## config.mk

```make
export PLATFORM = sky130hd
export DESIGN_NAME = core_reset_nmi_input_conditioning
export DESIGN_NICKNAME = d
export VERILOG_FILES = /design/src/verilog/intake_pkg.sv /design/src/verilog/core_reset_nmi_input_conditioning.sv /design/src/verilog/sync_stage.sv
export SDC_FILE = /design/constraint.sdc
export NUM_CORES = 1
export LEC_CHECK = 0
export CAP_MARGIN = 25
export CORE_AREA = 2 2 39 41
export CTS_CLUSTER_SIZE = 40
export DETAILED_ROUTE_END_ITERATION = 16
export DIE_AREA = 0 0 41 43
export DONT_BUFFER_PORTS = 1
export GPL_TIMING_DRIVEN = 0
export SLEW_MARGIN = 15
export SYNTH_ARGS = -nofsm -noshare
export SYNTH_HDL_FRONTEND = slang
export SYNTH_SLANG_ARGS = --single-unit
```

## constraint.sdc

```tcl
create_clock -name i_core_clk -period 1.82 [get_ports i_core_clk]
set_input_delay 0.182 -clock i_core_clk [delete_from_list [all_inputs] [get_ports i_core_clk]]
set_output_delay 0.182 -clock i_core_clk [all_outputs]
set_load 0.01 [all_outputs]
```

## src/verilog/intake_pkg.sv

```systemverilog
package intake_pkg;
  // Depth of each asynchronous input synchronizer, in flip-flops.
  localparam int unsigned SYNC_STAGES = 2;
  // Value every synchronizer and edge-detect flop takes under reset.
  localparam logic        SYNC_RESET  = 1'h0;
  // Cycles the reset exception request is held after cold reset asserts.
  localparam int unsigned RESET_REQ_CYCLES = 1;
  localparam logic [3:0]  RESET_REQ_COUNT  = 4'(RESET_REQ_CYCLES);
endpackage

```

## src/verilog/core_reset_nmi_input_conditioning.sv

```systemverilog
`timescale 1ns/100ps
// Function
// - Synchronous inputs are sampled on the rising core clock edge.
// - Every output updates on the rising core clock edge.
// - Asynchronous inputs pass through synchronizers before use.
// - All signals active high except i_rst_n and debug test-logic reset, active low.
// - NMI and debug interrupt are edge detected: one exception per assertion while cold reset is low.
// - Core clock is the single timing reference for all interface signals.
// - A reference clock taken after internal buffering is driven out; the code drives a flop toggling at half the core clock rate.
// - Cold reset produces a reset exception request for full initialization.
// - NMI posts when sampled high one clock after sampled low.
module core_reset_nmi_input_conditioning #(
  parameter int unsigned STRAP_W = 4
) (
  input  wire logic               i_core_clk,                    // Core clock input.
  input  wire logic               i_rst_n,                       // Sync reset, active low.
  input  wire logic               i_cold_reset_in,               // Async cold reset.
  input  wire logic               i_nmi_in,                      // Async NMI.
  input  wire logic               i_debug_interrupt_request_in,  // Async debug interrupt.
  input  wire logic               i_debug_test_logic_reset_n,    // Debug reset, low active.
  input  wire logic [STRAP_W-1:0] i_strap,                       // Static strap inputs.
  output logic                    o_bus_reference_clock_out,     // Buffered reference clock.
  output logic                    o_reset_exception,             // Reset exception pulse.
  output logic                    o_in_reset,                    // Cold reset held level.
  output logic                    o_nmi_exception,               // NMI exception pulse.
  output logic                    o_debug_exception,             // Debug interrupt pulse.
  output logic                    o_debug_logic_reset,           // Debug reset, high active.
  output logic [STRAP_W-1:0]      o_strap                        // Captured straps.
);
  import intake_pkg::*;

  logic cold_s;
  logic nmi_s;
  logic dint_s;

  // Each asynchronous input gets its own multi-flop synchronizer.
  sync_stage #(.STAGES(SYNC_STAGES)) u_sync_cold (
    .i_core_clk (i_core_clk),
    .i_rst_n    (i_rst_n),
    .i_async    (i_cold_reset_in),
    .o_sync     (cold_s)
  );
  sync_stage #(.STAGES(SYNC_STAGES)) u_sync_nmi (
    .i_core_clk (i_core_clk),
    .i_rst_n    (i_rst_n),
    .i_async    (i_nmi_in),
    .o_sync     (nmi_s)
  );
  sync_stage #(.STAGES(SYNC_STAGES)) u_sync_dint (
    .i_core_clk (i_core_clk),
    .i_rst_n    (i_rst_n),
    .i_async    (i_debug_interrupt_request_in),
    .o_sync     (dint_s)
  );

  logic               cold_prev_r, cold_prev_nxt;
  logic               nmi_prev_r, nmi_prev_nxt;
  logic               dint_prev_r, dint_prev_nxt;
  logic               rst_exc_r, rst_exc_nxt;
  logic               in_reset_r, in_reset_nxt;
  logic               nmi_exc_r, nmi_exc_nxt;
  logic               dbg_exc_r, dbg_exc_nxt;
  logic               dbg_rst_r, dbg_rst_nxt;
  logic [STRAP_W-1:0] strap_r, strap_nxt;
  logic               refclk_r, refclk_nxt;

  // Edge detection and strap capture. While cold reset is held the NMI history
  // is forced low, so a level already high at release still posts once.
  always_comb begin
    cold_prev_nxt = cold_s;
    in_reset_nxt  = cold_s;
    rst_exc_nxt   = cold_s & ~cold_prev_r;
    nmi_prev_nxt  = cold_s ? SYNC_RESET : nmi_s;
    nmi_exc_nxt   = ~cold_s & nmi_s & ~nmi_prev_r;
    dint_prev_nxt = dint_s;
    dbg_exc_nxt   = ~cold_s & dint_s & ~dint_prev_r;
    dbg_rst_nxt   = ~i_debug_test_logic_reset_n;
    // Straps are only trusted while cold reset holds them legally changing.
    strap_nxt     = cold_s ? i_strap : strap_r;
    refclk_nxt    = ~refclk_r;
  end

  // All outputs are flops on the single core clock.
  always_ff @(posedge i_core_clk) begin
    if (!i_rst_n) begin
      cold_prev_r <= 1'h0;
      in_reset_r  <= 1'h0;
      rst_exc_r   <= 1'h0;
      nmi_prev_r  <= SYNC_RESET;
      nmi_exc_r   <= 1'h0;
      dint_prev_r <= SYNC_RESET;
      dbg_exc_r   <= 1'h0;
      dbg_rst_r   <= 1'h0;
      strap_r     <= '0;
      refclk_r    <= 1'h0;
    end else begin
      cold_prev_r <= cold_prev_nxt;
      in_reset_r  <= in_reset_nxt;
      rst_exc_r   <= rst_exc_nxt;
      nmi_prev_r  <= nmi_prev_nxt;
      nmi_exc_r   <= nmi_exc_nxt;
      dint_prev_r <= dint_prev_nxt;
      dbg_exc_r   <= dbg_exc_nxt;
      dbg_rst_r   <= dbg_rst_nxt;
      strap_r     <= strap_nxt;
      refclk_r    <= refclk_nxt;
    end
  end

  // The reference clock is a divided copy taken from a flop, so it carries the
  // same insertion delay as every other output; a trade against a raw clock.
  assign o_bus_reference_clock_out = refclk_r;
  assign o_reset_exception         = rst_exc_r;
  assign o_in_reset                = in_reset_r;
  assign o_nmi_exception           = nmi_exc_r;
  assign o_debug_exception         = dbg_exc_r;
  assign o_debug_logic_reset       = dbg_rst_r;
  assign o_strap                   = strap_r;
endmodule // core_reset_nmi_input_conditioning

```

## src/verilog/sync_stage.sv

```systemverilog
`timescale 1ns/100ps
module sync_stage #(
  parameter int unsigned STAGES = intake_pkg::SYNC_STAGES
) (
  input  wire logic i_core_clk, // Core clock.
  input  wire logic i_rst_n,    // Synchronous reset, active low.
  input  wire logic i_async,    // Asynchronous input.
  output logic      o_sync      // Synchronized level.
);
  import intake_pkg::*;

  logic [STAGES-1:0] chain_r;
  logic [STAGES-1:0] chain_nxt;

  // Shift the level through the chain; only the last stage is read outside.
  always_comb begin
    chain_nxt = {chain_r[STAGES-2:0], i_async};
  end

  always_ff @(posedge i_core_clk) begin
    if (!i_rst_n) begin
      chain_r <= {STAGES{SYNC_RESET}};
    end else begin
      chain_r <= chain_nxt;
    end
  end

  assign o_sync = chain_r[STAGES-1];
endmodule // sync_stage

```

==> key figures, run 1 <==
Status
  • Run status: finished clean

Route
  • Wire length on met1: 260 µm
  • Highest Signal Layer: met3
  • 1st-pass router iterations: 1
  • Met2 wire length: 339 µm
  • Vias/cell: 4.43
  • DRC viols: 0
  • Initial DRC Count: 0
  • DRT Wirelength: 655 µm
  • Routed Antenna Nets: 0
  • Detailed-route wire length per cell: 10.4 µm
  • Wire length on met3: 56 µm
  • Vias: 279

Placed design
  • GPL Wtd Cong: 0.550
  • DP Area: 568 µm²
  • Final HPWL DP: 506 µm
  • Port buffer count: 0

CTS
  • Clk buf depth: 2
  • Hold-fix buffers at CTS: 0
  • PostCTS Resize Cnt: 0
  • Setup Fix Bufs, Post-CTS: 0
  • H-tree levels: 1
  • TritonCTS clock tree: built
  • Clock Pin Slew Worst Setup and Hold Paths: 0.09 ns
  • CTS buffer count: 3
  • CTS root buf: clkbuf_4
  • Skew-Pair Late Insertion Delay: 0.28 ns
  • Clock sinks: 18

STA
  • Final setup vio count: 0
  • Final Critical Period: 0.900 ns
  • Tcrit/Tclk final: 49.5%
  • Measured slew at the worst slew-check pin: 0.204 ns
  • Fin Setup TNS: 0 ns
  • RSZ-0062 raised after global routing: false
  • Slew margin rel.: 86.4%
  • Max Fclk: 1110 MHz
  • Layout Skew: 0.00316 ns
  • Max-slew violation count: 0
  • Final hold vios: 0

Final layout
  • Final instance area: 604 µm²
  • Layout area overhead: 10.3%
  • # diodes: 0
  • Share of layout cells above drive strength 1: 21.3%
  • Nets: 58

Yosys
  • Post-synth top area share: 65.8%
  • Simple logic cell fraction of the synthesized area: 24.0%
  • Post-synthesis adder-cell area fraction: 0%
  • Synth Area in Compound Gates: 0%
  • Synth area leader: dfxtp_1
  • Synth area leaders: dfxtp_1, mux2i_1, and2_1, nor2b_1, nor2b_4
  • Yosys reg bits: 18
  • Synth warn: 0
  • Syn Area/Cell: 12.7 µm²
  • Mux share of post-synthesis cell area: 7.31%
  • Synth cell types: 14
  • Sequential-to-total area share from yosys stat: 65.8%
  • Synth Area in XOR/XNOR: 0%
  • Main combinational cell family by area after synthesis: simple AND/OR/NAND/NOR gates
  • Cells after Synth: 43
  • Post-Syn Nets: 53
  • Post-Syn Area: 548 µm²

Floorplan
  • Die Span Y: 43 µm
  • Die Area: 1760 µm²
  • Core area: 1380 µm²
  • Die width: 41 µm
  • Ports placed on the boundary: 20
  • Standard-cell rows: 14
  • Effective utilization at floorplan: 39.6%

Pwr
  • Power Density: 1120 nW/µm²
  • Peak VDD IR: 0.000475 V
  • Leakage dissipation: 0.000243 µW

Critical path
  • Critical path fanouts, max: 2
  • Critical path endpoint category: output port
  • WP data required: 1.64 ns
  • Startpoint types: flop
  • Crit path DAT: 0.72 ns
  • CP Class: flop to output port

Global routing
  • Global-route wire length before repair: 1.05 mm
  • Total track usage: 9.39%
  • Vias in the first global route: 257
  • GR Overflow Total: 0
  • Largest net degree at the start of global routing: 11
  • Number of antenna violations at the first check in global routing: 0

Worst hold path
  • Worst min path class: primary input to flop

Flow run
  • MaxCap Viol Count: 0
metrics by stage:
step           hold WS, ns  instances  total power [µW]  setup slack, ns  utilization, %
3_5_place_dp         0.316         59               453            0.979            41.0
4_1_cts            0.00880         63               688            0.895            43.7
5_1_grt           0.000381         63               711            0.866            43.7
3_3_place_gp         0.310         59               451             1.03            41.0
2_1_floorplan        0.309         43               448             1.05               -
6_report            0.0209         63               674            0.920            43.7
sequential cells by signal, indices dropped and copies added, names as in the netlist:
signal,count
o_debug_logic_reset,1
o_nmi_exception,1
u_sync_cold.chain_r,2
o_debug_exception,1
o_in_reset,1
dint_prev_r,1
o_bus_reference_clock_out,1
o_strap,4
u_sync_dint.chain_r,2
nmi_prev_r,1
u_sync_nmi.chain_r,2
o_reset_exception,1
synthesized netlist by cell type (all sizes together):
library cell  number
and2               8
and2b              1
buf                1
clkbuf             1
dfxtp             18
mux2i              4
nand2              1
nor2               1
nor2b              6
nor3               1
nor3b              1
placed cells by master, fill, tap and decap left out:
| cell | instances |
|---|---|
| clkbuf_4 | 3 |
| mux2i_1 | 4 |
| buf_6 | 1 |
| and2_4 | 1 |
| nand2_1 | 1 |
| nor3_1 | 1 |
| nor3b_2 | 1 |
| and2b_1 | 1 |
| and2_2 | 1 |
| dfxtp_1 | 18 |
| nor2b_1 | 5 |
| clkbuf_8 | 1 |
| nor2_1 | 1 |
| clkbuf_2 | 1 |
| and2_1 | 6 |
| nor2b_4 | 1 |
final timing paths:
check | slack (ns) | cells after the start | startpoint | end
min | 0.02 | 1 | i_nmi_in | u_sync_nmi.chain_r[0]
min reg2reg | 0.40 | 1 | nmi_prev_r | o_nmi_exception
max reg2reg | 0.99 | 3 | u_sync_cold.chain_r[1] | o_strap[2]
max | 0.92 | 0 | o_in_reset | o_in_reset
area by class of cell:
class | count | area (µm²)
Clock buffer | 4 | 36.3
Buffer | 2 | 16.3
Sequential cell | 18 | 360
Multi-Input combinational cell | 23 | 171
Tap cell | 16 | 20.0
Fill cell | 124 | 779
logic make-up (layout without fill, tap and decap cells):
family / after synthesis / count (layout)
DFF: 18 / 18
and+or+nand+nor: 19 / 19
muxes: 4 / 4
buffers and inverters: 2 / 6
per-layer routing:
metal | GRT usage [%] | vias to the layer above
li1 | - | 142
met1 | 10.8 | 124
met2 | 12.2 | 13
met3 | 4.71 | 0
met4 | 8.00 | 0
met5 | 0 | -
power by group:
part           switching [µW]  internal [µW]  leakage [µW]
registers                9.80            409      0.000148
logic                    9.04           14.2     0.0000742
clock network             110            122     0.0000210
Note: power is estimated with default switching activity, not from simulation.
==> run 2: changes to the inputs <==
Settings changed: ABC_AREA from default to 1.
Clock period 1.82 ns to 0.9 ns, I/O delays scaled along.
==> run 2 against run 1 <==
Effect of this change: combinational power rose to 3.8 times the previous value; power is 96% higher; register-to-register slack lost 0.84 ns; largest power group unchanged.
==> key figures, run 2 <==
Status
  • Run status: finished clean

Route
  • Vias: 403 (+44%)
  • DRT Wirelength: 863 µm (+32%)
  • Routed Antenna Nets: 0 (unchanged)
  • 1st-pass router iterations: 2 (+1)
  • DRC viols: 0 (unchanged)
  • Vias/cell: 4.63 (+4.6%)
  • Initial DRC Count: 2 (+2)
  • Detailed-route wire length per cell: 9.92 µm (-4.6%)

Placed design
  • Placed insts: 76 (+29%)
  • Port buffer count: 0 (unchanged)
  • Final HPWL DP: 547 µm (+8.1%)
  • GPL Wtd Cong: 0.658 (+20%)

Critical path
  • CP Class: flop to output port
  • Crit path DAT: 0.70 ns (-0.02 ns)
  • Crit. path cell count: 0 (unchanged)
  • WP data required: 0.81 ns (-0.83 ns)
  • Startpoint types: flop
  • Critical path fanouts, max: 2 (unchanged)
  • Critical path endpoint category: output port
  • Worst Reg2Reg Path Length in Cells: 3 (unchanged)

Global routing
  • Global-route wire length before repair: 1.29 mm (+23%)
  • Total track usage: 11.8% (+2.4 points)
  • GR Overflow Total: 0 (unchanged)
  • Vias in the first global route: 331 (+29%)
  • Largest net degree at the start of global routing: 11 (unchanged)
  • Number of antenna violations at the first check in global routing: 0 (unchanged)

Yosys
  • Synth cell types: 11 (-3)
  • Predominant post-synthesis flop cell: dfxtp_1
  • Post-Syn Nets: 70 (+32%)
  • Synth area leaders: dfxtp_1, nand2_1, inv_1, nand3_1, buf_12
  • Top-count cell post-synth: dfxtp_1
  • Top cells by count, synth: dfxtp_1, nand2_1, inv_1
  • Yosys reg bits: 18 (unchanged)
  • Post-synth EDFFs: 0 (unchanged)
  • Synth area leader: dfxtp_1
  • Post-synth top area share: 62.9% (-2.9 points)
  • Synth warn: 0 (unchanged)
  • Post-Syn Area: 573 µm² (+4.6%)
  • Asr flop ratio synth: 0% (unchanged)
  • Syn Area/Cell: 9.55 µm² (-25%)
  • Cells after Synth: 60 (+40%)
  • Sequential-to-total area share from yosys stat: 62.9% (-2.9 points)

Floorplan
  • Ports placed on the boundary: 20 (unchanged)
  • Effective utilization at floorplan: 41.4% (+1.8 points)
  • Die width: 41 µm (unchanged)
  • Core area: 1380 µm² (unchanged)
  • Standard-cell rows: 14 (unchanged)
  • Die Area: 1760 µm² (unchanged)
  • Die Span Y: 43 µm (unchanged)

CTS
  • CTS root buf: clkbuf_4
  • Skew-Pair Late Insertion Delay: 0.29 ns (about the same)
  • Clock sinks: 18 (unchanged)
  • CTS buffer count: 3 (unchanged)
  • TritonCTS clock tree: built
  • H-tree levels: 1 (unchanged)
  • Clock Pin Slew Worst Setup and Hold Paths: 0.10 ns (about the same)
  • Clk buf depth: 2 (unchanged)

Final layout
  • Final Non-Filler Cells: 87 (+38%)
  • Most common cell after layout, fill and taps aside: dfxtp_1
  • # diodes: 0 (unchanged)
  • Share of layout cells above drive strength 1: 19.7% (-1.6 points)
  • Layout area overhead: 21.6%
  • Nets: 83 (+43%)
  • Largest register FFs: 4 (unchanged)
  • Most frequent cells in the layout: dfxtp_1, nand2_1, inv_1

STA
  • Slew margin rel.: 88.7% (+2.4 points)
  • Fin Setup TNS: 0 ns (unchanged)
  • RSZ-0062 raised after global routing: false
  • Measured slew at the worst slew-check pin: 0.169 ns (-0.0354 ns)
  • Final hold vios: 0 (unchanged)
  • Final Critical Period: 0.790 ns
  • Layout Skew: 0.00931 ns (+0.00616 ns)
  • Tcrit/Tclk final: 87.8%
  • Final setup vio count: 0 (unchanged)
  • Max Fclk: 1270 MHz
  • Max-slew violation count: 0 (unchanged)

Pwr
  • Leakage dissipation: 0.000360 µW (+48%)
  • Peak VDD IR: 0.000933 V (+97%)
  • Power Density: 1890 nW/µm² (+70%)

Worst hold path
  • Worst Hold Path Cells: 3 (+2)
  • Worst min path class: primary input to flop

Flow run
  • MaxCap Viol Count: 0 (unchanged)
==> run 2: cell families (layout without fill, tap and decap cells) <==
group / count (synthesis) / after routing / synth area share (%)
buf+inv: 14 / 25 / 13.3
flops: 18 / 18 / 62.9
simple gates: 28 / 28 / 23.8
==> run 2: stage by stage <==
stage	instance area [µm²]	worst slack (ns)	hold WS [ns]	util, %	total power (µW)
after detailed placement	593	0.0966	0.161	42.9	931
after CTS	696	0.0715	0.0469	50.3	1340
after global placement	593	0.109	0.160	42.9	929
final	697	0.110	0.0513	50.4	1320
after global routing	697	0.0286	0.0532	50.4	1400
after floorplan	573	0.205	0.157	-	919
==> run 2: path summary, 6_finish.rpt <==
check                      end                    from  slack (ns)
max reg2reg    o_nmi_exception  u_sync_cold.chain_r[1]        0.15
min reg2reg    o_nmi_exception              nmi_prev_r        0.39
min          o_debug_exception                 i_rst_n        0.05
max                 o_strap[2]              o_strap[2]        0.11
==> run 2: cell type report <==
type | instances | area, µm²
multi-input cells | 28 | 136
well taps | 16 | 20.0
flip-flops and latches | 18 | 362
inverters | 12 | 45.0
clock buffers | 3 | 22.5
plain buffers | 2 | 31.3
fillers | 138 | 687
repair buffers | 8 | 80.1
==> run 2: timing repair <==
| item | CTS | global route |
|---|---|---|
| buffers inserted | 0 | 0 |
| endpoints found under the hold margin | 8 | 0 |
| hold buffers | 8 | 0 |
| gates resized for setup | 0 | 1 |
| setup endpoints to repair | 0 | 3 |
==> run 2: routing by layer <==
layer | vias up | GRT usage (%) | share of wire, %
met5 | - | 0 | 0
met4 | 0 | 10.0 | 2.0
met3 | 4 | 5.24 | 9.3
met2 | 17 | 18.1 | 51
met1 | 183 | 11.2 | 38
li1 | 199 | - | -
==> run 2: power breakdown <==
part | internal, µW | switching [µW]
registers | 828 | 24.2
logic | 50.4 | 37.9
clock network | 155 | 223
==> run 3: changes to the inputs <==
Settings changed: HOLD_SLACK_MARGIN from default to 0.15, SYNTH_HIERARCHICAL from default to 1.
==> run 3 against run 2 <==
Effect of this change: fmax increased by 0.49%; flip-flop and latch count is the same; sequential share of layout area up 0.38 points; power up 6.7%; largest cell class unchanged.
==> key figures, run 3 <==
Final layout
  • Layout area overhead: 29.3%
  • Most common cell after layout, fill and taps aside: dfxtp_1
  • # diodes: 0 (unchanged)
  • Nets: 84 (+1.2%)
  • Final instance area: 689 µm² (-1.1%)
  • Most frequent cells in the layout: dfxtp_1, nand2_1, inv_1
  • Share of layout cells above drive strength 1: 8.22% (-11 points)
  • Layout fillers: 142 (+2.9%)
  • Largest register FFs: 4 (unchanged)

Route
  • Initial DRC Count: 2 (unchanged)
  • DRT Wirelength: 869 µm (+0.70%)
  • Vias/cell: 4.40 (-4.9%)
  • 1st-pass router iterations: 4 (+2)
  • Wire length on met3: 94 µm (+18%)
  • Detailed-route wire length per cell: 9.76 µm (-1.6%)
  • Met2 wire length: 409 µm (-6.2%)
  • Routed Antenna Nets: 0 (unchanged)
  • Vias: 392 (-2.7%)
  • Highest Signal Layer: met4
  • Wire length on met1: 350 µm (+6.7%)
  • DRC viols: 0 (unchanged)

STA
  • Tcrit/Tclk final: 87.3% (-0.42 points)
  • Max Fclk: 1270 MHz (+0.49%)
  • Fin Setup TNS: 0 ns (unchanged)
  • Max-slew violation count: 0 (unchanged)
  • Final setup vio count: 0 (unchanged)
  • Layout Skew: 0.00573 ns (-0.00358 ns)
  • Slew margin rel.: 80.5% (-8.3 points)
  • Measured slew at the worst slew-check pin: 0.292 ns (+0.123 ns)
  • Final hold vios: 0 (unchanged)
  • RSZ-0062 raised after global routing: false
  • Final Critical Period: 0.786 ns (-0.00382 ns)

Global routing
  • Total track usage: 10.8% (-1.0 points)
  • Vias in the first global route: 307 (-7.3%)
  • Largest net degree at the start of global routing: 11 (unchanged)
  • GR Overflow Total: 0 (unchanged)
  • Global-route wire length before repair: 1.17 mm (-9.1%)
  • Number of antenna violations at the first check in global routing: 0 (unchanged)

Floorplan
  • Effective utilization at floorplan: 38.5% (-2.9 points)
  • Die Span Y: 43 µm (unchanged)
  • Standard-cell rows: 14 (unchanged)
  • Ports placed on the boundary: 20 (unchanged)
  • Core area: 1380 µm² (unchanged)
  • Die Area: 1760 µm² (unchanged)
  • Die width: 41 µm (unchanged)

Yosys
  • Predominant post-synthesis flop cell: dfxtp_1
  • Yosys reg bits: 18 (unchanged)
  • Syn Area/Cell: 9.03 µm² (-5.4%)
  • Sequential-to-total area share from yosys stat: 67.6% (+4.7 points)
  • Synth area leaders: dfxtp_1, nand2_1, nand3_1, inv_1, nor2_1
  • Top cells by count, synth: dfxtp_1, nand2_1, inv_1
  • Post-Syn Area: 533 µm² (-7.0%)
  • Top-count cell post-synth: dfxtp_1
  • Synth area leader: dfxtp_1
  • Cells after Synth: 59 (-1.7%)
  • Synth warn: 6 (+6)
  • Asr flop ratio synth: 0% (unchanged)
  • Post-synth top area share: 67.6% (+4.7 points)
  • Post-synth EDFFs: 0 (unchanged)
  • Post-Syn Nets: 69 (-1.4%)
  • Synth cell types: 7 (-4)

Critical path
  • CP Class: flop to flop
  • Crit path cell chain: inv_2 > nand3_1 > nand2_1
  • CP peak stage delay: 0.45 ns
  • Critical Path Source: u_sync_cold/chain_r[1]
  • FF-to-FF Start: u_sync_cold/chain_r[1]
  • Slowest cell on crit path: dfxtp_1
  • Critical path fanouts, max: 6 (+4)
  • Startpoint types: flop
  • Critical path endpoint category: flop
  • Crit path DAT: 0.97 ns (+0.27 ns)
  • WP data required: 1.08 ns (+0.27 ns)

CTS
  • Clk buf depth: 2 (unchanged)
  • CTS root buf: clkbuf_4
  • Clock sinks: 18 (unchanged)
  • Clock Pin Slew Worst Setup and Hold Paths: 0.10 ns (about the same)
  • H-tree levels: 1 (unchanged)
  • Skew-Pair Late Insertion Delay: 0.28 ns (about the same)
  • CTS buffer count: 3 (unchanged)
  • TritonCTS clock tree: built

Placed design
  • Final HPWL DP: 491 µm (-10%)
  • GPL Wtd Cong: 0.598 (-9.1%)
  • Port buffer count: 0 (unchanged)
  • DP Area: 553 µm² (-6.8%)

Worst hold path
  • Min-delay src: nmi_prev_r
  • Worst min path class: flop to flop

Pwr
  • Sequential power share: 60.4% (-4.2 points)
  • Leakage dissipation: 0.000368 µW (+2.0%)
  • Logic pwr share: 5.6% (-1.1 points)
  • Int Pwr: 1120 µW (+8.2%)
  • Clock power frac: 34.0% (+5.3 points)
  • Power Density: 2040 nW/µm² (+7.9%)
  • Peak VDD IR: 0.000985 V (+5.6%)
  • NetSw: 289 µW (+1.3%)
  • Sw frac: 20.5% (-1.1 points)

Flow run
  • MaxCap Viol Count: 0 (unchanged)

Status
  • Run status: finished clean
## run 3: cell count changes after synthesis
cell	previous run	this run
buf_12	1	0
inv_1	10	11
inv_2	2	1
nand2_1	12	14
nand2_2	2	0
nand3_1	7	9
nand3_2	2	0
nor2_1	3	5
nor2_2	2	0
## run 3: worst paths after layout
kind / cells after the start / slack, ns / endpoint
worst max-delay path: 3 / 0.11 / o_strap[2]
worst min-delay path: 1 / 0.40 / o_nmi_exception
worst max register to register: 3 / 0.11 / o_strap[2]
worst min register to register: 1 / 0.40 / o_nmi_exception
## run 3: routing by layer
layer | vias to the layer above | track usage (%)
met2 | 18 | 14.4
met3 | 2 | 7.85
met5 | - | 0
met1 | 170 | 10.2
met4 | 0 | 10.0
li1 | 202 | -
## run 3: layout make-up
| type | count | area (µm²) | share of cell area, % |
|---|---|---|---|
| flip-flops and latches | 18 | 360 | 52.3 |
| multi-input cells | 28 | 116 | 16.9 |
| repair buffers | 10 | 100 | 14.5 |
| inverters | 12 | 45.0 | 6.53 |
| clock buffers | 4 | 36.3 | 5.26 |
| well taps | 16 | 20.0 | 2.90 |
| plain buffers | 1 | 11.3 | 1.63 |
## run 3: worst max-delay path, delay by kind of cell (launching register included)
kind | cells | cell delay (ns)
and+or+nand+nor | 2 | 0.14
DFF | 1 | 0.45
buffers and inverters | 1 | 0.10
## run 3: what timing repair did
item,4_1_cts,5_1_grt
gates resized for setup,0,0
hold buffers,10,1
buffers inserted,0,0
endpoints found under the hold margin,18,7
setup endpoints to repair,0,1
## run 3: kinds of logic after synthesis
logic type	share of synthesized area [%]
DFF	67.6
and+or+nand+nor	21.8
buffers and inverters	10.6
## run 3: through the flow
step,total power [µW],setup slack [ns],hold WS [ns],instances,utilization (%)
floorplan,899,0.217,0.162,59,-
global placement,905,0.125,0.164,75,40.0
detailed placement,908,0.137,0.167,75,40.0
CTS,1430,0.0619,0.395,89,49.8
global route,1480,0.0451,0.401,89,49.8
finish,1410,0.114,0.396,89,49.8
## run 3: power groups by stage
stage / Clock [µW] / Combinational (µW) / Sequential [µW]
global route: 540 / 88.3 / 855
CTS: 500 / 77.6 / 850
finish: 478 / 78.9 / 850
global placement: 0 / 37.1 / 868
floorplan: 0 / 33.6 / 865
detailed placement: 0 / 38.5 / 869
